[src/dpcm_regs.vh]
`ifndef DPCM_REGS_VH
`define DPCM_REGS_VH

// ----------------------------------------------------------------------
// Register offsets (byte addresses, one aligned word each)
// ----------------------------------------------------------------------
`define DPCM_OFS_FLAGS      4'h0
`define DPCM_OFS_DROOP      4'h4
`define DPCM_OFS_STATUS     4'h8

// ----------------------------------------------------------------------
// Power management flags word fields
// ----------------------------------------------------------------------
`define DPCM_FLG_TH_LSB     4
`define DPCM_FLG_TH_MSB     5
`define DPCM_FLG_SEL        6
`define DPCM_FLG_EN         8

// ----------------------------------------------------------------------
// Droop gain word fields and codes
// ----------------------------------------------------------------------
`define DPCM_DRP_LSB        0
`define DPCM_DRP_MSB        1
`define DPCM_DRP_QUARTER    2'h0
`define DPCM_DRP_HALF       2'h1
`define DPCM_DRP_IGNORED    2'h2
`define DPCM_DRP_OFF        2'h3

// ----------------------------------------------------------------------
// Status word fields
// ----------------------------------------------------------------------
`define DPCM_STS_WORK_LSB   0
`define DPCM_STS_WORK_MSB   2
`define DPCM_STS_STRAP_LSB  4
`define DPCM_STS_STRAP_MSB  6
`define DPCM_STS_ST_LSB     8
`define DPCM_STS_ST_MSB     11
`define DPCM_STS_PG         12

// ----------------------------------------------------------------------
// Reset values
// ----------------------------------------------------------------------
`define DPCM_RST_TH         2'h0
`define DPCM_RST_SEL        1'b0
`define DPCM_RST_EN         1'b0
`define DPCM_RST_DRP        2'h0

// ----------------------------------------------------------------------
// Timing
// ----------------------------------------------------------------------
`define DPCM_CLK_NS         20
`define DPCM_REEN_NS        20000
`define DPCM_REEN_CYC       (`DPCM_REEN_NS / `DPCM_CLK_NS)
`define DPCM_STRAP_CYC      3'h4

`endif

[src/dpcm_sync.v]
`timescale 1ns/1ps
`default_nettype none

// Two-flop synchroniser for a bundle of independent levels
module dpcm_sync
#(
   parameter WIDTH = 1
)
(
   input  wire             clk_i,
   input  wire             rst_i,
   input  wire [WIDTH-1:0] async_i,
   output wire [WIDTH-1:0] sync_o
);

   reg [WIDTH-1:0] meta_q;
   reg [WIDTH-1:0] sync_q;

   // First stage feeds only the second stage
   always @(posedge clk_i)
   begin
      if (rst_i)
      begin
         meta_q <= {WIDTH{1'b0}};
         sync_q <= {WIDTH{1'b0}};
      end
      else
      begin
         meta_q <= async_i;
         sync_q <= meta_q;
      end
   end

   assign sync_o = sync_q;

endmodule

`default_nettype wire

[src/dpcm_top.v]
// Behaviour
// - Enabled and sense below falling threshold: drop to light-load phase count.
// - Sense above rising threshold: restore strapped phase count at once.
// - Threshold code 00..11 selects rising level 20/25/30/35 percent, default 00.
// - Falling level sits five points below rising level for hysteresis.
// - Dropping off after reset; start-up runs with every available phase.
// - Enable command only taken once power-good is high after start-up.
// - While enabled, sense comparison continuously decides working phase count.
// - Voltage transition in progress forces full count and resets dropping.
// - Load-step report forces full count and resets dropping.
// - After a reset, wait a delay, then rechoose count from comparison.
// - Strap: third and fourth grounded 2, fourth only 3, none 4.
// - Current-sharing divisor equals number of working phases.
// - Droop gain setting held in a register, reset default one quarter.
// - Light-load select 0 gives single phase, 1 gives two phases.
// - Flags word: threshold code bits 5:4, select bit 6, enable bit 8.
`include "dpcm_regs.vh"
`timescale 1ns/1ps
`default_nettype none

module dpcm_top
#(
   parameter REEN_CYC = `DPCM_REEN_CYC,
   parameter NPH      = 4
)
(
   input  wire            clk_i,
   input  wire            rst_i,
   // Classic Wishbone slave
   input  wire            wb_cyc_i,
   input  wire            wb_stb_i,
   input  wire            wb_we_i,
   input  wire [3:0]      wb_adr_i,
   input  wire [3:0]      wb_sel_i,
   input  wire [31:0]     wb_dat_i,
   output wire [31:0]     wb_dat_o,
   output wire            wb_ack_o,
   // Load-current comparator bank, bit k high: sense above (15+5k) percent
   input  wire [4:0]      load_current_sense_pin_cmp_i,
   input  wire            output_power_good_i,
   input  wire            on_the_fly_voltage_change_i,
   input  wire            load_transient_i,
   // Spare phase straps, high when the output is grounded
   input  wire            third_phase_output_gnd_i,
   input  wire            fourth_phase_output_gnd_i,
   // Power stage and current sharing
   output wire [NPH-1:0]  phase_enable_o,
   output wire [2:0]      average_phase_current_div_o,
   output wire [1:0]      core_droop_gain_o,
   output wire [1:0]      phase_drop_threshold_code_o
);

   // ----------------------------------------------------------------------
   // State codes
   // ----------------------------------------------------------------------
   localparam [3:0] ST_OFF  = 4'h1;
   localparam [3:0] ST_FULL = 4'h2;
   localparam [3:0] ST_DROP = 4'h4;
   localparam [3:0] ST_HOLD = 4'h8;

   localparam [15:0] REEN_LOAD = REEN_CYC[15:0];
   localparam [2:0]  STRAP_LOAD = `DPCM_STRAP_CYC;

   // ----------------------------------------------------------------------
   // Synchronised pin inputs
   // ----------------------------------------------------------------------
   wire [9:0] sync_w;
   wire [4:0] cmp_s;
   wire       pg_s;
   wire       otf_s;
   wire       step_s;
   wire       gnd3_s;
   wire       gnd4_s;

   // Comparators and all other pins share one synchroniser bank
   dpcm_sync
   #(
      .WIDTH (10)
   )
   u_sync
   (
      .clk_i   (clk_i),
      .rst_i   (rst_i),
      .async_i ({fourth_phase_output_gnd_i, third_phase_output_gnd_i,
                 load_transient_i, on_the_fly_voltage_change_i,
                 output_power_good_i, load_current_sense_pin_cmp_i}),
      .sync_o  (sync_w)
   );

   assign cmp_s  = sync_w[4:0];
   assign pg_s   = sync_w[5];
   assign otf_s  = sync_w[6];
   assign step_s = sync_w[7];
   assign gnd3_s = sync_w[8];
   assign gnd4_s = sync_w[9];

   // ----------------------------------------------------------------------
   // Registers
   // ----------------------------------------------------------------------
   reg  [1:0]     th_q;
   reg            sel_q;
   reg            en_q;
   reg  [1:0]     drp_q;
   reg  [3:0]     st_q;
   reg  [3:0]     st_d;
   reg  [15:0]    cnt_q;
   reg  [15:0]    cnt_d;
   reg  [2:0]     strap_q;
   reg  [2:0]     strap_cnt_q;
   reg            strap_ok_q;
   reg  [2:0]     work_q;
   reg  [2:0]     work_d;
   reg  [NPH-1:0] phen_q;
   reg  [31:0]    dat_q;
   reg            ack_q;

   wire       req_w;
   wire       wr_w;
   wire       above_rise_w;
   wire       below_fall_w;
   wire       force_w;
   wire [2:0] light_w;
   wire [2:0] strap_now_w;

   // ----------------------------------------------------------------------
   // Strap capture
   // ----------------------------------------------------------------------
   // Decode of the spare outputs; grounded third implies grounded fourth
   assign strap_now_w = gnd4_s ? (gnd3_s ? 3'h2 : 3'h3) : 3'h4;

   // Straps are caught a few cycles after release so the synchroniser has settled
   always @(posedge clk_i)
   begin
      if (rst_i)
      begin
         strap_cnt_q <= STRAP_LOAD;
         strap_ok_q  <= 1'b0;
         strap_q     <= 3'h4;
      end
      else if (!strap_ok_q)
      begin
         if (strap_cnt_q == 3'h0)
         begin
            strap_q    <= strap_now_w;
            strap_ok_q <= 1'b1;
         end
         else
         begin
            strap_cnt_q <= strap_cnt_q - 3'h1;
         end
      end
   end

   // ----------------------------------------------------------------------
   // Threshold selection
   // ----------------------------------------------------------------------
   // Rising level is comparator th+1, falling level is comparator th
   assign above_rise_w = cmp_s[th_q + 2'h1 + 3'h0];
   assign below_fall_w = ~cmp_s[{1'b0, th_q}];
   assign light_w      = sel_q ? 3'h2 : 3'h1;
   assign force_w      = otf_s | step_s;

   // ----------------------------------------------------------------------
   // Phase count state machine
   // ----------------------------------------------------------------------
   // OFF: all phases; FULL/DROP: hysteresis loop; HOLD: forced full, timing out
   always @*
   begin
      st_d   = st_q;
      cnt_d  = cnt_q;
      work_d = strap_q;
      case (st_q)
         ST_OFF:
         begin
            if (en_q && strap_ok_q)
            begin
               st_d = ST_FULL;
            end
         end
         ST_FULL:
         begin
            if (!en_q)
            begin
               st_d = ST_OFF;
            end
            else if (force_w)
            begin
               st_d  = ST_HOLD;
               cnt_d = REEN_LOAD;
            end
            else if (below_fall_w)
            begin
               st_d   = ST_DROP;
               work_d = light_w;
            end
         end
         ST_DROP:
         begin
            work_d = light_w;
            if (!en_q)
            begin
               st_d   = ST_OFF;
               work_d = strap_q;
            end
            else if (force_w)
            begin
               st_d   = ST_HOLD;
               cnt_d  = REEN_LOAD;
               work_d = strap_q;
            end
            else if (above_rise_w)
            begin
               st_d   = ST_FULL;
               work_d = strap_q;
            end
         end
         ST_HOLD:
         begin
            if (!en_q)
            begin
               st_d = ST_OFF;
            end
            else if (force_w)
            begin
               cnt_d = REEN_LOAD;
            end
            else if (cnt_q == 16'h0)
            begin
               if (below_fall_w)
               begin
                  st_d   = ST_DROP;
                  work_d = light_w;
               end
               else
               begin
                  st_d = ST_FULL;
               end
            end
            else
            begin
               cnt_d = cnt_q - 16'h1;
            end
         end
         default:
         begin
            st_d = ST_OFF;
         end
      endcase
   end

   // State, counter and working count
   always @(posedge clk_i)
   begin
      if (rst_i)
      begin
         st_q   <= ST_OFF;
         cnt_q  <= 16'h0;
         work_q <= 3'h4;
      end
      else
      begin
         st_q   <= st_d;
         cnt_q  <= cnt_d;
         work_q <= work_d;
      end
   end

   // ----------------------------------------------------------------------
   // Phase enables
   // ----------------------------------------------------------------------
   // One enable per phase, lit below the working count
   genvar gi;
   generate
      for (gi = 0; gi < NPH; gi = gi + 1)
      begin : g_phase
         localparam [31:0] IDX = gi;
         always @(posedge clk_i)
         begin
            if (rst_i)
            begin
               phen_q[gi] <= 1'b1;
            end
            else
            begin
               phen_q[gi] <= (IDX < {29'h0, work_d});
            end
         end
      end
   endgenerate

   // ----------------------------------------------------------------------
   // Wishbone slave
   // ----------------------------------------------------------------------
   // Answer arrives one cycle after the request; ack drops the cycle after
   assign req_w = wb_cyc_i & wb_stb_i & ~ack_q;
   assign wr_w  = req_w & wb_we_i;

   always @(posedge clk_i)
   begin
      if (rst_i)
      begin
         ack_q <= 1'b0;
         dat_q <= 32'h0;
      end
      else
      begin
         ack_q <= req_w;
         if (req_w)
         begin
            case (wb_adr_i)
               `DPCM_OFS_FLAGS:
               begin
                  dat_q <= 32'h0;
                  dat_q[`DPCM_FLG_TH_MSB:`DPCM_FLG_TH_LSB] <= th_q;
                  dat_q[`DPCM_FLG_SEL] <= sel_q;
                  dat_q[`DPCM_FLG_EN]  <= en_q;
               end
               `DPCM_OFS_DROOP:
               begin
                  dat_q <= 32'h0;
                  dat_q[`DPCM_DRP_MSB:`DPCM_DRP_LSB] <= drp_q;
               end
               `DPCM_OFS_STATUS:
               begin
                  dat_q <= 32'h0;
                  dat_q[`DPCM_STS_WORK_MSB:`DPCM_STS_WORK_LSB]   <= work_q;
                  dat_q[`DPCM_STS_STRAP_MSB:`DPCM_STS_STRAP_LSB] <= strap_q;
                  dat_q[`DPCM_STS_ST_MSB:`DPCM_STS_ST_LSB]       <= st_q;
                  dat_q[`DPCM_STS_PG] <= pg_s;
               end
               default:
               begin
                  dat_q <= 32'h0;  // Unmapped reads as zero
               end
            endcase
         end
      end
   end

   // Flag and droop writes, honouring byte lanes 0 and 1
   always @(posedge clk_i)
   begin
      if (rst_i)
      begin
         th_q  <= `DPCM_RST_TH;
         sel_q <= `DPCM_RST_SEL;
         en_q  <= `DPCM_RST_EN;
         drp_q <= `DPCM_RST_DRP;
      end
      else if (wr_w)
      begin
         if (wb_adr_i == `DPCM_OFS_FLAGS)
         begin
            if (wb_sel_i[0])
            begin
               th_q  <= wb_dat_i[`DPCM_FLG_TH_MSB:`DPCM_FLG_TH_LSB];
               sel_q <= wb_dat_i[`DPCM_FLG_SEL];
            end
            // Turning on before power-good is silently dropped; off is taken whenever byte lane 1 is selected
            if (wb_sel_i[1] && (!wb_dat_i[`DPCM_FLG_EN] || (pg_s && strap_ok_q)))
            begin
               en_q <= wb_dat_i[`DPCM_FLG_EN];
            end
         end
         if (wb_adr_i == `DPCM_OFS_DROOP && wb_sel_i[0])
         begin
            // The reserved code leaves the gain unchanged
            if (wb_dat_i[`DPCM_DRP_MSB:`DPCM_DRP_LSB] != `DPCM_DRP_IGNORED)
            begin
               drp_q <= wb_dat_i[`DPCM_DRP_MSB:`DPCM_DRP_LSB];
            end
         end
      end
   end

   // ----------------------------------------------------------------------
   // Outputs
   // ----------------------------------------------------------------------
   assign wb_dat_o                     = dat_q;
   assign wb_ack_o                     = ack_q;
   assign phase_enable_o               = phen_q;
   assign average_phase_current_div_o  = work_q;
   assign core_droop_gain_o            = drp_q;
   assign phase_drop_threshold_code_o  = th_q;

endmodule

`default_nettype wire

[config.mk]
export PLATFORM = sky130hd
export DESIGN_NAME = dpcm_top
export DESIGN_NICKNAME = d
export VERILOG_FILES = /design/src/dpcm_sync.v /design/src/dpcm_top.v
export VERILOG_INCLUDE_DIRS = /design/src /design/src/src
export SDC_FILE = /design/constraint.sdc
export NUM_CORES = 1
export LEC_CHECK = 0
export ABC_CLOCK_PERIOD_IN_PS = 5200
export BUFFER_PORTS_ARGS = -buffer_cell sky130_fd_sc_hd__buf_4
export CELL_PAD_IN_SITES_DETAIL_PLACEMENT = 1
export CELL_PAD_IN_SITES_GLOBAL_PLACEMENT = 2
export CORE_MARGIN = 5
export CORE_UTILIZATION = 32
export CTS_CLUSTER_SIZE = 28
export DETAILED_ROUTE_END_ITERATION = 8
export GPL_ROUTABILITY_DRIVEN = 0
export PLACE_DENSITY = 0.83
export SYNTH_ARGS = -nofsm -noshare
export SYNTH_HDL_FRONTEND = slang
export SYNTH_SLANG_ARGS = --single-unit
[constraint.sdc]
create_clock -name clk_i -period 5.2 [get_ports clk_i]
set_clock_uncertainty 0.05 [all_clocks]
set_input_delay 1.3 -clock clk_i [delete_from_list [all_inputs] [get_ports clk_i]]
set_output_delay 1.3 -clock clk_i [all_outputs]
set_load 0.05 [all_outputs]
Word-level counts from Yosys, hierarchy flattened:

Index checks and enable logic that the tools add are counted.

* register bits after elaboration: 93
* output and inout bits: 44

* eq/ne operators: 16
* reductions and logical operators: 18
* muxes and demuxes: 38
* bitwise gates (word level): 7
* add/sub/neg operators: 3
* $lt $le $gt $ge: 6

Operators with widths (count)
* 2-to-1 mux 16 bit: 5
* 2-to-1 mux 4 bit: 10
* one-hot mux 13 bit (3 select lines): 1
* 2-to-1 mux 3 bit: 11
* one-hot mux 16 bit (2 select lines): 1
* zero test 16 bit: 1
* one-hot mux 4 bit (4 select lines): 1
* subtractor 16 x 1 -> 16 bit, second input constant: 1
* AND reduction 5 bit: 2
* != test 3 bit, second input constant: 3
* one-hot mux 3 bit (3 select lines): 1
* AND reduction 3 bit: 3
* equality test 4 x 3 -> 1 bit, second input constant: 2
* equality test 4 bit, second input constant: 2
* != test 4 bit, second input constant: 2
* < comparator 1 x 3 -> 1 bit, first input constant: 2
* < comparator 2 x 3 -> 1 bit, first input constant: 2
* != test 2 bit, second input constant: 3
* 2-to-1 mux 1 bit: 5
* equality test 4 x 1 -> 1 bit, second input constant: 1
* equality test 4 x 2 -> 1 bit, second input constant: 1
* logical AND 1 bit: 4
* zero test 4 bit: 1
* < comparator 2 x 4 -> 1 bit, second input constant: 1
* other kinds (16): 22

Longest topological paths before layout:

Gate-level depths: netlist (run 1).

* depth after elaboration: 8
* gate-level depth with buffers: 9

Hierarchy:

A second synthesis (run 1) with hierarchy kept.

* cell total of the unflattened synthesis: 350
* area total of the unflattened synthesis: 3394.5 um^2

Modules (own cells, without submodules)
* dpcm_top: times used 1, sequential area each 1021.0 um^2, cells each 308, area an instance 2776.4 um^2
* dpcm_sync: times used 1, sequential area each 400.4 um^2, cells each 42, area an instance 618.1 um^2

Worst setup path before layout (run 1):

OpenSTA, ideal clock, no wires.

* path type: register to register
* start: reg th_q[0] (netlist: phase_drop_threshold_code_o[0])
* end: reg work_q[0] (netlist: average_phase_current_div_o[0])
* required time: 5.029 ns
* cell stages (with the launch flop): 8
* setup slack: 2.527 ns
* data arrival time: 2.501 ns
* cells stage by stage: dfxtp_1 > ha_1 > mux4_2 > a211oi_1 > o311ai_1 > or2_1 > buf_6 > mux2_4

* longest elaborated chain between the ends: 7
* elaborated cells on any way between the ends: 15
* those cells by class: add/sub: 1; mux: 14

Ends and longest elaborated chain
* start, declared: line dpcm_top.v:100 `reg [1:0] th_q;`
* start signal, assigned: line dpcm_top.v:345 `` th_q <= `DPCM_RST_TH; ``
* start signal, assigned: line dpcm_top.v:356 `` th_q <= wb_dat_i[`DPCM_FLG_TH_MSB:`DPCM_FLG_TH_LSB]; ``
* adder 2 x 1 -> 3 bit / binary-select mux 1 bit (select 2 bit) (equally long branches): line dpcm_top.v:158, dpcm_top.v:159
* binary-select mux 1 bit (select 3 bit) / 2-to-1 mux 1 bit (equally long branches): line dpcm_top.v:158, dpcm_top.v:159
* 2-to-1 mux 1 bit (not written as such) / 2-to-1 mux 3 bit (equally long branches): line dpcm_top.v:158, dpcm_top.v:191, dpcm_top.v:229
* 2-to-1 mux 3 bit (on tied branches): line dpcm_top.v:211, dpcm_top.v:227
* 2-to-1 mux 3 bit (on tied branches): line dpcm_top.v:205, dpcm_top.v:223
* 2-to-1 mux 3 bit (on tied branches): line dpcm_top.v:200, dpcm_top.v:219
* one-hot mux 3 bit (3 select lines) *: line dpcm_top.v:172 `case (st_q)`
* end signal, assigned: line dpcm_top.v:264 `work_q <= work_d;`
* end, declared: line dpcm_top.v:111 `reg [2:0] work_q;`

Mark *: on every way between the ends. The rest lies on a longest branch, timed or not. The select of a mux whose other input is x is not followed.
A chain may end at the register's enable or synchronous reset.

Worst setup path after layout (run 1):

* start: in wb_stb_i
* end: reg th_q[1] (netlist: phase_drop_threshold_code_o[1])

* longest elaborated chain between the ends: 4

Ends and longest elaborated chain
* start, declared: line dpcm_top.v:31 `input wire wb_stb_i,`
* bitwise AND 1 bit (2 in series): line dpcm_top.v:295 `assign req_w = wb_cyc_i & wb_stb_i & ~ack_q;`
* bitwise AND 1 bit: line dpcm_top.v:296 `assign wr_w = req_w & wb_we_i;`
* AND reduction 3 bit (no line)

No other way between the ends.

==> qor.log, run 1 <==
INFO  run_status     run_status=finished, final reports clean
INFO  worst_setup_path timing.rr.start=wb_ack_o$_SDFF_PP0_
INFO  run            max_cap_violations=0
INFO  synth          synth_top_family_by_area=simple AND/OR/NAND/NOR gates
INFO  worst_setup_path ff2ff_setup_slack=2600ps
INFO  synth          syn_area_per_cell=9.46um2
INFO  die            dieArea=12200um2
INFO  finish         post_layout_nonfiller_instances=522
INFO  synth          most_common_cell_in_the_synthesized_netlist=sky130_fd_sc_hd__dfxtp_1
INFO  worst_setup_path critical_path.reg2reg.endpoint=phase_drop_threshold_code_o[1]$_SDFFE_PP0P_
INFO  grt            grt_antenna_before_repair=0
INFO  die            rows=36
INFO  worst_setup_path worst-endpoint-required=5360ps
INFO  die            die_width=110um
INFO  placement      place_ws=1580ps
INFO  synth          post_synth_fa_ha_maj_area_fraction=1.94%
INFO  routing        detailroute.via_count=2545
INFO  hold_path      hold_path_depth=1
INFO  synth          number_of_enable_type_register_cells_in_the_synthesized_netlist=0
INFO  synth          synth.largest_area_cell=sky130_fd_sc_hd__dfxtp_1
INFO  placement      buffer_ports.inserted=49
INFO  timing         slew-limit-headroom=32.0%
INFO  routing        vias_per_cell=4.88
INFO  clock_network  clock_tree.buffer_depth=2
INFO  pwr            comb_power_share=13.7%
INFO  grt            first_global_vias=2560
INFO  grt            grt_overflow=0
INFO  worst_setup_path arrival_time_of_data_at_the_critical_path_endpoint=3410ps
INFO  timing         sum_of_negative_setup_slack=0ps
INFO  routing        detail_route.wirelength=7.27mm
INFO  synth          synth.area.top_cells=sky130_fd_sc_hd__dfxtp_1, sky130_fd_sc_hd__buf_4, sky130_fd_sc_hd__nor2b_1, sky130_fd_sc_hd__nor2_1, sky130_fd_sc_hd__a21oi_1
INFO  finish         flow.area_growth_from_synthesis=16.9%
INFO  timing         post-route-period-util=62.4%
INFO  routing        detail_route.drc_violations=0
INFO  pwr            cellInternalPower=0.797mW
INFO  die            dieHeight=110um
INFO  pwr            sw_frac_of_total=29.1%
INFO  worst_setup_path type_of_element_capturing_the_critical_path=flip-flop
INFO  finish         drive_above_1_share=22.4%
INFO  synth          syn_inst=340
INFO  pwr            p_per_area=299nW/um2
INFO  die            ioPinCount=99
INFO  hold_path      hp-start=u_sync.meta_q[1]$_SDFF_PP0_
INFO  pwr            power.leakage=1.54nW
INFO  finish         postLayoutCoreUtil=38.5%
INFO  finish         nNetsFinal=444
INFO  worst_setup_path critical-path-top-delay-family=simple AND/OR/NAND/NOR gates
INFO  clock_network  postcts_resize_cnt=0
INFO  clock_network  root_buffer_cell=sky130_fd_sc_hd__clkbuf_8
INFO  clock_network  numCtsBuffers=9
INFO  synth          netlist.area_leader.share=44.2%
INFO  synth          mappedNetlistArea=3220um2
INFO  timing         timing.final.setup_violations=0
INFO  finish         antenna_cells_inserted=0
INFO  routing        drt-initial-drc-count=75
INFO  timing         worst_pin_slew=1010ps
INFO  worst_setup_path path_class=input pin to flip-flop
INFO  timing         grt_setup_unrepaired=false
INFO  clock_network  tritoncts=built
INFO  pwr            clkPwrFrac=34.5%
INFO  clock_network  cts_hold_buf=0
INFO  synth          ys_ff_latch=71
INFO  finish         fin_area=3760um2
INFO  synth          synthesized_area_fraction_occupied_by_ao_oa_aoi_and_oai_cells=15.8%
INFO  timing         final.min_clock_period=3250ps
INFO  worst_setup_path cells_traversed_along_the_worst_timing_path=buf_4 -> nand3b_1 -> nor4_1 -> nand4b_1 -> mux2i_1 -> nor2_1
INFO  worst_setup_path worstSetupStartpointType=input pin
INFO  synth          yosysWarnings=0
INFO  synth          xor_xnor_share_of_the_synthesized_area=0.817%
INFO  hold_path      hold_path.class=flip-flop to flip-flop
INFO  synth          synth_common_cells=sky130_fd_sc_hd__dfxtp_1, sky130_fd_sc_hd__nor2_1, sky130_fd_sc_hd__nor2b_1
INFO  grt            grt_pass1_wl=12.0mm
INFO  die            placeableCoreArea=9770um2
INFO  synth          synth.area.mux_share=4.82%
INFO  pwr            ir_worst_vdd=0.000182V
INFO  pwr            total_switching_power=0.327mW
INFO  synth          async_reset_ff_share=0%
INFO  hold_path      timing.hold.worst_endpoint=u_sync.sync_o[1]$_SDFF_PP0_
INFO  worst_setup_path cp_max_fo=14
INFO  placement      dp_hpwl=5.39mm
INFO  timing         finalWorstSetupSlack=1950ps
INFO  routing        drt-pass1-iter-count=4
INFO  synth          synth.yosys.seq_area_share=44.2%
INFO  placement      placed_cells=506
INFO  routing        ant_nets=0
INFO  grt            groute.usage.overall=12.5%
INFO  clock_network  cts_clk_pin_slew_worst_paths=80ps
INFO  grt            grt_start_max_net_pins=63
INFO  die            initial_core_util=32.9%
INFO  timing         clock.fmax=308MHz
INFO  timing         report.final.hold_viol_count=0
INFO  pwr            p_seq_share=51.8%
INFO  routing        wl_per_cell=13.9um
INFO  synth          ys_dominant_reg_cell=sky130_fd_sc_hd__dfxtp_1
INFO  worst_setup_path worst-r2r-cell-count=5
INFO  clock_network  post-cts-setup-buffers=0
INFO  worst_setup_path timing.critical_path.slowest_stage_cell=sky130_fd_sc_hd__nor4_1
INFO  synth          post_synth_and_or_nand_nor_area_fraction=23.5%
INFO  synth          synth.lib_cells_used.distinct=57
INFO  clock_network  cts.sinks=71
INFO  timing         drv_slew=0
INFO  worst_setup_path timing.critical_path.slowest_cell_delay=930ps
INFO  clock_network  clock_tree.htree_level_count=3
INFO  placement      placed_cell_area=3590um2
INFO  worst_setup_path crit_buf_inv=1
INFO  clock_network  clk_latency=340ps
-- routing by layer --
metal  global-route usage (%)  up-vias  wire length [um]
met5                        0        -                 0
met4                     3.78        0                89
met3                     3.32        8               245
met2                     20.7       39              3550
met1                     16.0     1237              3390
li1                         -     1261                 -
-- worst reg2reg max path, delay by kind of cell (launching register included) --
family	cells	cell delay, ps
AND/OR/NAND/NOR	4	1860
flip-flops	1	310
multiplexers	1	250
-- worst max-delay path by stage --
stage | cells past startpoint | slack [ps] | endpoint | startpoint
floorplan | 7 | 2530 | average_phase_current_div_o[0]$_SDFF_PP0_ | phase_drop_threshold_code_o[0]$_SDFFE_PP0P_
finish | 6 | 1950 | phase_drop_threshold_code_o[1]$_SDFFE_PP0P_ | wb_stb_i
global placement | 6 | 1650 | phase_drop_threshold_code_o[0]$_SDFFE_PP0P_ | wb_stb_i
CTS | 6 | 1960 | phase_drop_threshold_code_o[1]$_SDFFE_PP0P_ | wb_stb_i
detailed placement | 6 | 1580 | phase_drop_threshold_code_o[1]$_SDFFE_PP0P_ | wb_stb_i
global route | 6 | 1820 | phase_drop_threshold_code_o[1]$_SDFFE_PP0P_ | wb_stb_i
-- cell usage in the layout, fill, tap and decap left out, types with 9 or more instances in the layout --
cell	Yosys	final
sky130_fd_sc_hd__inv_1	12	12
sky130_fd_sc_hd__dfxtp_1	71	71
sky130_fd_sc_hd__o21ai_0	11	11
sky130_fd_sc_hd__buf_4	23	49
sky130_fd_sc_hd__nor2b_1	25	25
sky130_fd_sc_hd__nand2_1	13	13
sky130_fd_sc_hd__a22oi_1	11	11
sky130_fd_sc_hd__or3_1	11	11
sky130_fd_sc_hd__nor2_1	29	29
sky130_fd_sc_hd__a21oi_1	19	19
sky130_fd_sc_hd__clkbuf_8	0	9
sky130_fd_sc_hd__conb_1	1	21
sky130_fd_sc_hd__a31oi_1	10	10
-- layout make-up --
cell class                      instances  area, um2
Clock buffer                           10        128
Clock inverter                          6       46.3
Fill cell                            1160       6010
Inverter                               12       45.0
Multi-Input combinational cell        241       1590
Sequential cell                        71       1420
Tap cell                              133        166
Timing Repair Buffer                   49        368
-- stage by stage --
| step | hold slack, ps | total power, mW |
|---|---|---|
| after detailed placement | 378 | 0.751 |
| after global routing | 414 | 1.19 |
| after CTS | 395 | 1.14 |
| final | 389 | 1.12 |
| after floorplan | 364 | 0.723 |
| after global placement | 366 | 0.746 |
-- logic make-up (layout without fill, tap and decap cells) --
kind of cell,Yosys count,in the layout
DFF,71,71
other,1,21
AOI/OAI and AO/OA,74,74
xor gates and xnor gates,3,3
adders and majority gates,5,5
and+or+nand+nor,126,126
muxes,12,12
buffers and inverters,48,77
-- power groups by stage --
stage | clock network, mW | logic [mW] | registers [mW]
after CTS | 0.406 | 0.156 | 0.583
after floorplan | 0 | 0.125 | 0.597
after global placement | 0 | 0.151 | 0.595
final | 0.388 | 0.154 | 0.582
after global routing | 0.430 | 0.172 | 0.585
after detailed placement | 0 | 0.155 | 0.595
-- state kept, by name (all words and copies together), names as in the netlist, 3 cells and up --
name,flops
phase_enable_o,3
strap_cnt_q,3
st_q,4
strap_q,3
average_phase_current_div_o,3
u_sync.sync_o,10
cnt_q,16
wb_dat_o,11
u_sync.meta_q,10
(Power assumes the default switching activity.)
==> run 2: changes to the inputs <==
- ABC_CLOCK_PERIOD_IN_PS: 5200 -> 2640
- CORE_UTILIZATION: 32 -> 27
- PLACE_DENSITY: 0.83 -> 0.75
- clock period: 5.2 -> 2.64 ns (I/O delays scaled with it)
==> run 2 against run 1 <==
Compared with the run above:
- first-iteration DRC count is 16% higher
- routed wire length is 8.7% higher
- largest power group is now the clock network
- clock power grew to 3.4 times the previous value
- largest cell class unchanged
- via count is 1.9% higher
- count of clock-buffer cells in the layout is 1 higher
- die area is 17% higher
- highest routed layer unchanged
- critical endpoint is now average_phase_current_div_o[0]$_SDFF_PP0_
- utilization is 3.8 points lower
- register-to-register slack worse by 2300 ps
- worst setup slack worse by 1700 ps
- cell count is 3.8% higher
==> qor.log, run 2 (synthesis gave the netlist of run 1 again) <==
INFO  hold_path      hold_path_depth=1
INFO  worst_setup_path critical-path-top-delay-family=multiplexers
INFO  pwr            p_per_area=691nW/um2
INFO  routing        detailroute.via_count=2594
INFO  routing        drt-initial-drc-count=87
INFO  timing         drv_slew=0
INFO  clock_network  numCtsBuffers=9
INFO  worst_setup_path timing.critical_path.slowest_cell_delay=520ps
INFO  grt            grt_pass1_wl=13.2mm
INFO  die            dieHeight=119um
INFO  grt            grtUsageMet1=14.4%
INFO  grt            grt_start_max_net_pins=33
INFO  worst_setup_path worst-endpoint-required=2810ps
INFO  timing         worst_pin_slew=666ps
INFO  routing        detail_route.drc_violations=0
INFO  grt            grt_use_met3=2.99%
INFO  worst_setup_path timing.rr.start=phase_drop_threshold_code_o[0]$_SDFFE_PP0P_
INFO  clock_network  cts_hold_buf=0
INFO  clock_network  clock_tree.buffer_depth=2
INFO  worst_setup_path worst-r2r-cell-count=6
INFO  timing         final.min_clock_period=2390ps
INFO  worst_setup_path type_of_element_capturing_the_critical_path=flip-flop
INFO  worst_setup_path worstSetupStartpointType=flip-flop
INFO  clock_network  post-cts-setup-buffers=0
INFO  finish         drive_above_1_share=24.6%
INFO  clock_network  root_buffer_cell=sky130_fd_sc_hd__clkbuf_16
INFO  clock_network  clock_tree.htree_level_count=3
INFO  pwr            ir_worst_vdd=0.000315V
INFO  placement      buffer_ports.inserted=49
INFO  run            max_cap_violations=0
INFO  worst_setup_path cells_traversed_along_the_worst_timing_path=ha_1 -> mux4_2 -> a211oi_1 -> o311ai_1 -> or2_1 -> mux2_4
INFO  worst_setup_path path_class=flip-flop to flip-flop
INFO  run_status     run_status=finished, final reports clean
INFO  grt            global_route.usage.met2=18.7%
INFO  timing         timing.final.setup_violations=0
INFO  finish         flow.area_growth_from_synthesis=24.7%
INFO  timing         sum_of_negative_setup_slack=0ps
INFO  worst_setup_path ff2ff_setup_slack=250ps
INFO  worst_setup_path timing.critical_path.slowest_stage_cell=sky130_fd_sc_hd__mux4_2
INFO  clock_network  cts.sinks=71
INFO  routing        ant_nets=0
INFO  finish         largest-register=cnt_q
INFO  placement      placed_cell_area=3690um2
INFO  timing         slew-limit-headroom=55.0%
INFO  routing        drt-pass1-iter-count=4
INFO  timing         grt_setup_unrepaired=false
INFO  worst_setup_path critical_path.reg2reg.endpoint=average_phase_current_div_o[0]$_SDFF_PP0_
INFO  die            rows=39
INFO  pwr            power.leakage=1.67nW
INFO  grt            first_global_vias=2735
INFO  die            dieArea=14200um2
INFO  finish         fin_area=4010um2
INFO  finish         antenna_cells_inserted=0
INFO  timing         post-route-period-util=90.4%
INFO  finish         layout.cells.most_common=sky130_fd_sc_hd__dfxtp_1
INFO  worst_setup_path arrival_time_of_data_at_the_critical_path_endpoint=2560ps
INFO  worst_setup_path cp_max_fo=5
INFO  grt            grt_overflow=0
INFO  finish         final.fill_count=1320
INFO  hold_path      hp-start=u_sync.meta_q[9]$_SDFF_PP0_
INFO  grt            grt_busiest_layer=met2
INFO  routing        wl_per_cell=14.6um
INFO  die            placeableCoreArea=11600um2
INFO  clock_network  tritoncts=built
INFO  die            die_width=119um
INFO  pwr            totalPowerFinal=2.77mW
INFO  finish         postLayoutCoreUtil=34.7%
INFO  grt            grt_antenna_before_repair=0
INFO  clock_network  postcts_resize_cnt=0
INFO  finish         largest_register_ffs=16
INFO  timing         clock.fmax=419MHz
INFO  timing         report.final.hold_viol_count=0
INFO  finish         nNetsFinal=454
INFO  hold_path      hold_path.class=flip-flop to flip-flop
INFO  routing        vias_per_cell=4.79
INFO  placement      dp_hpwl=5.88mm
INFO  grt            groute.usage.overall=11.5%
INFO  clock_network  clk_latency=330ps
INFO  clock_network  cts_clk_pin_slew_worst_paths=60ps
INFO  routing        detail_route.wirelength=7.91mm
INFO  finish         layout.cells.most_common_list=sky130_fd_sc_hd__dfxtp_1, sky130_fd_sc_hd__buf_4, sky130_fd_sc_hd__nor2_1
INFO  hold_path      timing.hold.worst_endpoint=u_sync.sync_o[9]$_SDFF_PP0_
INFO  die            initial_core_util=27.8%
INFO  die            ioPinCount=99
INFO  worst_setup_path crit_buf_inv=0
## run 2: cell types whose count changed in the layout (fill, tap and decap cells not counted), sizes merged
| cell | before | now |
|---|---|---|
| buf | 49 | 59 |
| clkinv | 3 | 2 |
| inv | 13 | 12 |
| bufinv | 0 | 2 |
| clkinvlp | 2 | 1 |
| clkbuf | 10 | 11 |
## run 2: worst max-delay path by stage
stage	startpoint	end	depth (start not counted)
after detailed placement	phase_drop_threshold_code_o[1]$_SDFFE_PP0P_	average_phase_current_div_o[0]$_SDFF_PP0_	6
after floorplan	phase_drop_threshold_code_o[1]$_SDFFE_PP0P_	average_phase_current_div_o[0]$_SDFF_PP0_	7
after global placement	phase_drop_threshold_code_o[0]$_SDFFE_PP0P_	average_phase_current_div_o[0]$_SDFF_PP0_	6
after global routing	cnt_q[0]$_SDFFE_PP0P_	average_phase_current_div_o[0]$_SDFF_PP0_	7
after CTS	phase_drop_threshold_code_o[1]$_SDFFE_PP0P_	average_phase_current_div_o[0]$_SDFF_PP0_	6
final	phase_drop_threshold_code_o[0]$_SDFFE_PP0P_	average_phase_current_div_o[0]$_SDFF_PP0_	6
## run 2: metrics by stage
step	instances	setup slack [ps]	hold WS [ps]
6_report	542	254	384
5_1_grt	542	177	414
4_1_cts	542	257	390
3_5_place_dp	526	263	377
3_3_place_gp	526	262	366
2_1_floorplan	360	18.5	364
## run 2: layout make-up
cell class	count	area (um2)	area share (%)
inverters	12	45.0	1.12
repair buffers	59	455	11.4
flip-flops and latches	71	1420	35.5
multi-input cells	241	1590	39.5
clock inverters	5	81.3	2.03
clock buffers	11	243	6.05
well taps	143	179	4.46
## run 2: worst register-to-register path, stage by stage, from the launching register on
cell	delay, ps
sky130_fd_sc_hd__dfxtp_2	320
sky130_fd_sc_hd__ha_1	310
sky130_fd_sc_hd__mux4_2	520
sky130_fd_sc_hd__a211oi_1	260
sky130_fd_sc_hd__o311ai_1	170
sky130_fd_sc_hd__or2_1	340
sky130_fd_sc_hd__mux2_4	310
## run 2: power by group
part	leakage, nW	switching [mW]	internal [mW]
registers	0.578	0.0319	1.12
logic	0.933	0.208	0.112
clock network	0.156	0.447	0.852
total	1.67	0.687	2.08
## run 2: per-layer routing
metal / vias up / routed length, um
met5: - / 0
met4: 0 / 135
met3: 10 / 287
li1: 1286 / -
met1: 1252 / 3720
met2: 46 / 3770
==> run 3: changes to the inputs <==
- CORE_ASPECT_RATIO: default -> 0.9
==> run 3 against run 2 <==
Compared with the run above:
- sequential cell count is the same
- routed wire length fell by 3.6%
- sequential share of layout area is 0.067 points higher
- die area hardly changed
- register-to-register slack got worse by 110 ps
- cell count grew 1.8%
- maximum frequency shrank 4.3%
- clock power barely moved
- worst setup slack got worse by 110 ps
- largest cell class unchanged
==> qor.log, run 3 (synthesis gave the netlist of run 1 again) <==
INFO  run_status     run_status=finished, final reports clean
INFO  routing        detailroute.via_count=2556
INFO  pwr            power.leakage=1.65nW
INFO  finish         multi_input_area=1590um2
INFO  placement      place_ws=92.1ps
INFO  worst_setup_path critical-path-top-delay-family=multiplexers
INFO  worst_setup_path ff2ff_setup_slack=150ps
INFO  die            dieHeight=114um
INFO  grt            grt_overflow=0
INFO  die            ioPinCount=99
INFO  clock_network  cts.sinks=71
INFO  clock_network  numCtsBuffers=9
INFO  grt            grt_start_max_net_pins=39
INFO  clock_network  cts_hold_buf=0
INFO  timing         final.min_clock_period=2490ps
INFO  timing         slew-limit-headroom=54.7%
INFO  routing        detail_route.drc_violations=0
INFO  timing         drv_slew=0
INFO  finish         largest-register=cnt_q
INFO  timing         report.final.hold_viol_count=0
INFO  clock_network  clk_latency=330ps
INFO  pwr            sw_frac_of_total=25.6%
INFO  clock_network  post-cts-setup-buffers=0
INFO  worst_setup_path type_of_element_capturing_the_critical_path=flip-flop
INFO  routing        ant_nets=0
INFO  pwr            totalPowerFinal=2.78mW
INFO  grt            grt_pass1_wl=13.0mm
INFO  worst_setup_path timing.critical_path.slowest_stage_cell=sky130_fd_sc_hd__mux4_2
INFO  die            die_width=125um
INFO  finish         post_layout_nonfiller_instances=552
INFO  timing         worst_pin_slew=669ps
INFO  pwr            clkPwrFrac=47.5%
INFO  finish         drive_above_1_share=24.5%
INFO  grt            first_global_vias=2592
INFO  timing         grt_setup_unrepaired=false
INFO  finish         antenna_cells_inserted=0
INFO  grt            grt_antenna_before_repair=0
INFO  grt            groute.usage.overall=11.1%
INFO  finish         layout.cells.most_common_list=sky130_fd_sc_hd__dfxtp_1, sky130_fd_sc_hd__buf_4, sky130_fd_sc_hd__nor2_1
INFO  worst_setup_path cp_max_fo=7
INFO  finish         final.fill_count=1317
INFO  worst_setup_path cells_traversed_along_the_worst_timing_path=ha_1 -> mux4_2 -> a211oi_2 -> o311ai_1 -> or2_1 -> mux2_4
INFO  finish         nNetsFinal=451
INFO  pwr            ir_worst_vdd=0.000305V
INFO  clock_network  tritoncts=built
INFO  worst_setup_path crit_buf_inv=0
INFO  finish         regArea=1420um2
INFO  finish         largest_register_ffs=16
INFO  finish         flow.area_growth_from_synthesis=24.5%
INFO  pwr            comb_power_share=11.1%
INFO  clock_network  clock_tree.htree_level_count=3
INFO  placement      placed_cells=536
INFO  finish         postLayoutCoreUtil=34.7%
INFO  clock_network  postcts_resize_cnt=0
INFO  finish         layout.cells.most_common=sky130_fd_sc_hd__dfxtp_1
INFO  clock_network  root_buffer_cell=sky130_fd_sc_hd__clkbuf_16
INFO  placement      dp_hpwl=5.67mm
INFO  die            dieArea=14200um2
INFO  routing        drt-initial-drc-count=85
INFO  timing         post-route-period-util=94.4%
INFO  worst_setup_path timing.critical_path.slowest_cell_delay=530ps
INFO  timing         clock.fmax=401MHz
INFO  worst_setup_path path_class=flip-flop to flip-flop
INFO  hold_path      hold_path.class=flip-flop to flip-flop
INFO  pwr            p_seq_share=41.4%
INFO  clock_network  cts_clk_pin_slew_worst_paths=60ps
INFO  worst_setup_path worstSetupStartpointType=flip-flop
INFO  placement      buffer_ports.inserted=49
INFO  clock_network  clock_tree.buffer_depth=2
INFO  timing         sum_of_negative_setup_slack=0ps
INFO  die            rows=37
INFO  routing        wl_per_cell=13.8um
INFO  pwr            p_per_area=694nW/um2
INFO  die            placeableCoreArea=11500um2
INFO  timing         finalWorstSetupSlack=147ps
INFO  worst_setup_path worst-endpoint-required=2810ps
INFO  pwr            total_switching_power=0.712mW
INFO  worst_setup_path arrival_time_of_data_at_the_critical_path_endpoint=2660ps
INFO  pwr            cellInternalPower=2.07mW
INFO  routing        detail_route.wirelength=7.62mm
INFO  routing        drt-pass1-iter-count=4
INFO  routing        vias_per_cell=4.63
INFO  timing         timing.final.setup_violations=0
INFO  run            max_cap_violations=0
INFO  die            initial_core_util=27.9%
-- run 3: changes by cell type in the layout (fill, tap and decap cells not counted), sizes merged --
cell	previous run	this run
inv	12	14
buf	59	56
clkbuf	11	9
-- run 3: metal layers --
metal	wire [um]	vias up	share of wire (%)	track usage, %
met1	3600	1225	47	14.3
met4	107	0	1.4	4.34
met3	337	7	4.4	2.81
met5	0	-	0	0
li1	-	1275	-	-
met2	3580	49	47	17.7
-- run 3: path summary, 6_finish.rpt --
kind / start / endpoint / cells after the start
worst max-delay path: phase_drop_threshold_code_o[0]$_SDFFE_PP0P_ / average_phase_current_div_o[0]$_SDFF_PP0_ / 6
worst min-delay path: u_sync.meta_q[5]$_SDFF_PP0_ / u_sync.sync_o[5]$_SDFF_PP0_ / 1
worst max register to register: phase_drop_threshold_code_o[0]$_SDFFE_PP0P_ / average_phase_current_div_o[0]$_SDFF_PP0_ / 6
worst min register to register: u_sync.meta_q[5]$_SDFF_PP0_ / u_sync.sync_o[5]$_SDFF_PP0_ / 1
-- run 3: power by group through the flow --
stage	sequential, mW	combinational, mW	clock [mW]
floorplan	1.18	0.247	0
global placement	1.17	0.302	0
detailed placement	1.18	0.310	0
CTS	1.15	0.312	1.36
global route	1.16	0.348	1.41
finish	1.15	0.310	1.32
-- run 3: through the flow --
stage | area, um2 | hold slack (ps)
2_1_floorplan | 3290 | 364
6_report | 4000 | 386
4_1_cts | 4000 | 390
3_5_place_dp | 3670 | 375
5_1_grt | 4000 | 405
3_3_place_gp | 3670 | 374
-- run 3: final cells by class --
cell class                 count  share of cell area [%]
tap                          156                    4.87
inverter                      12                    1.13
clock inverter                 7                    2.63
sequential                    71                    35.5
clock buffer                   9                    5.63
timing repair buffer          56                    10.5
multi-input combinational    241                    39.7
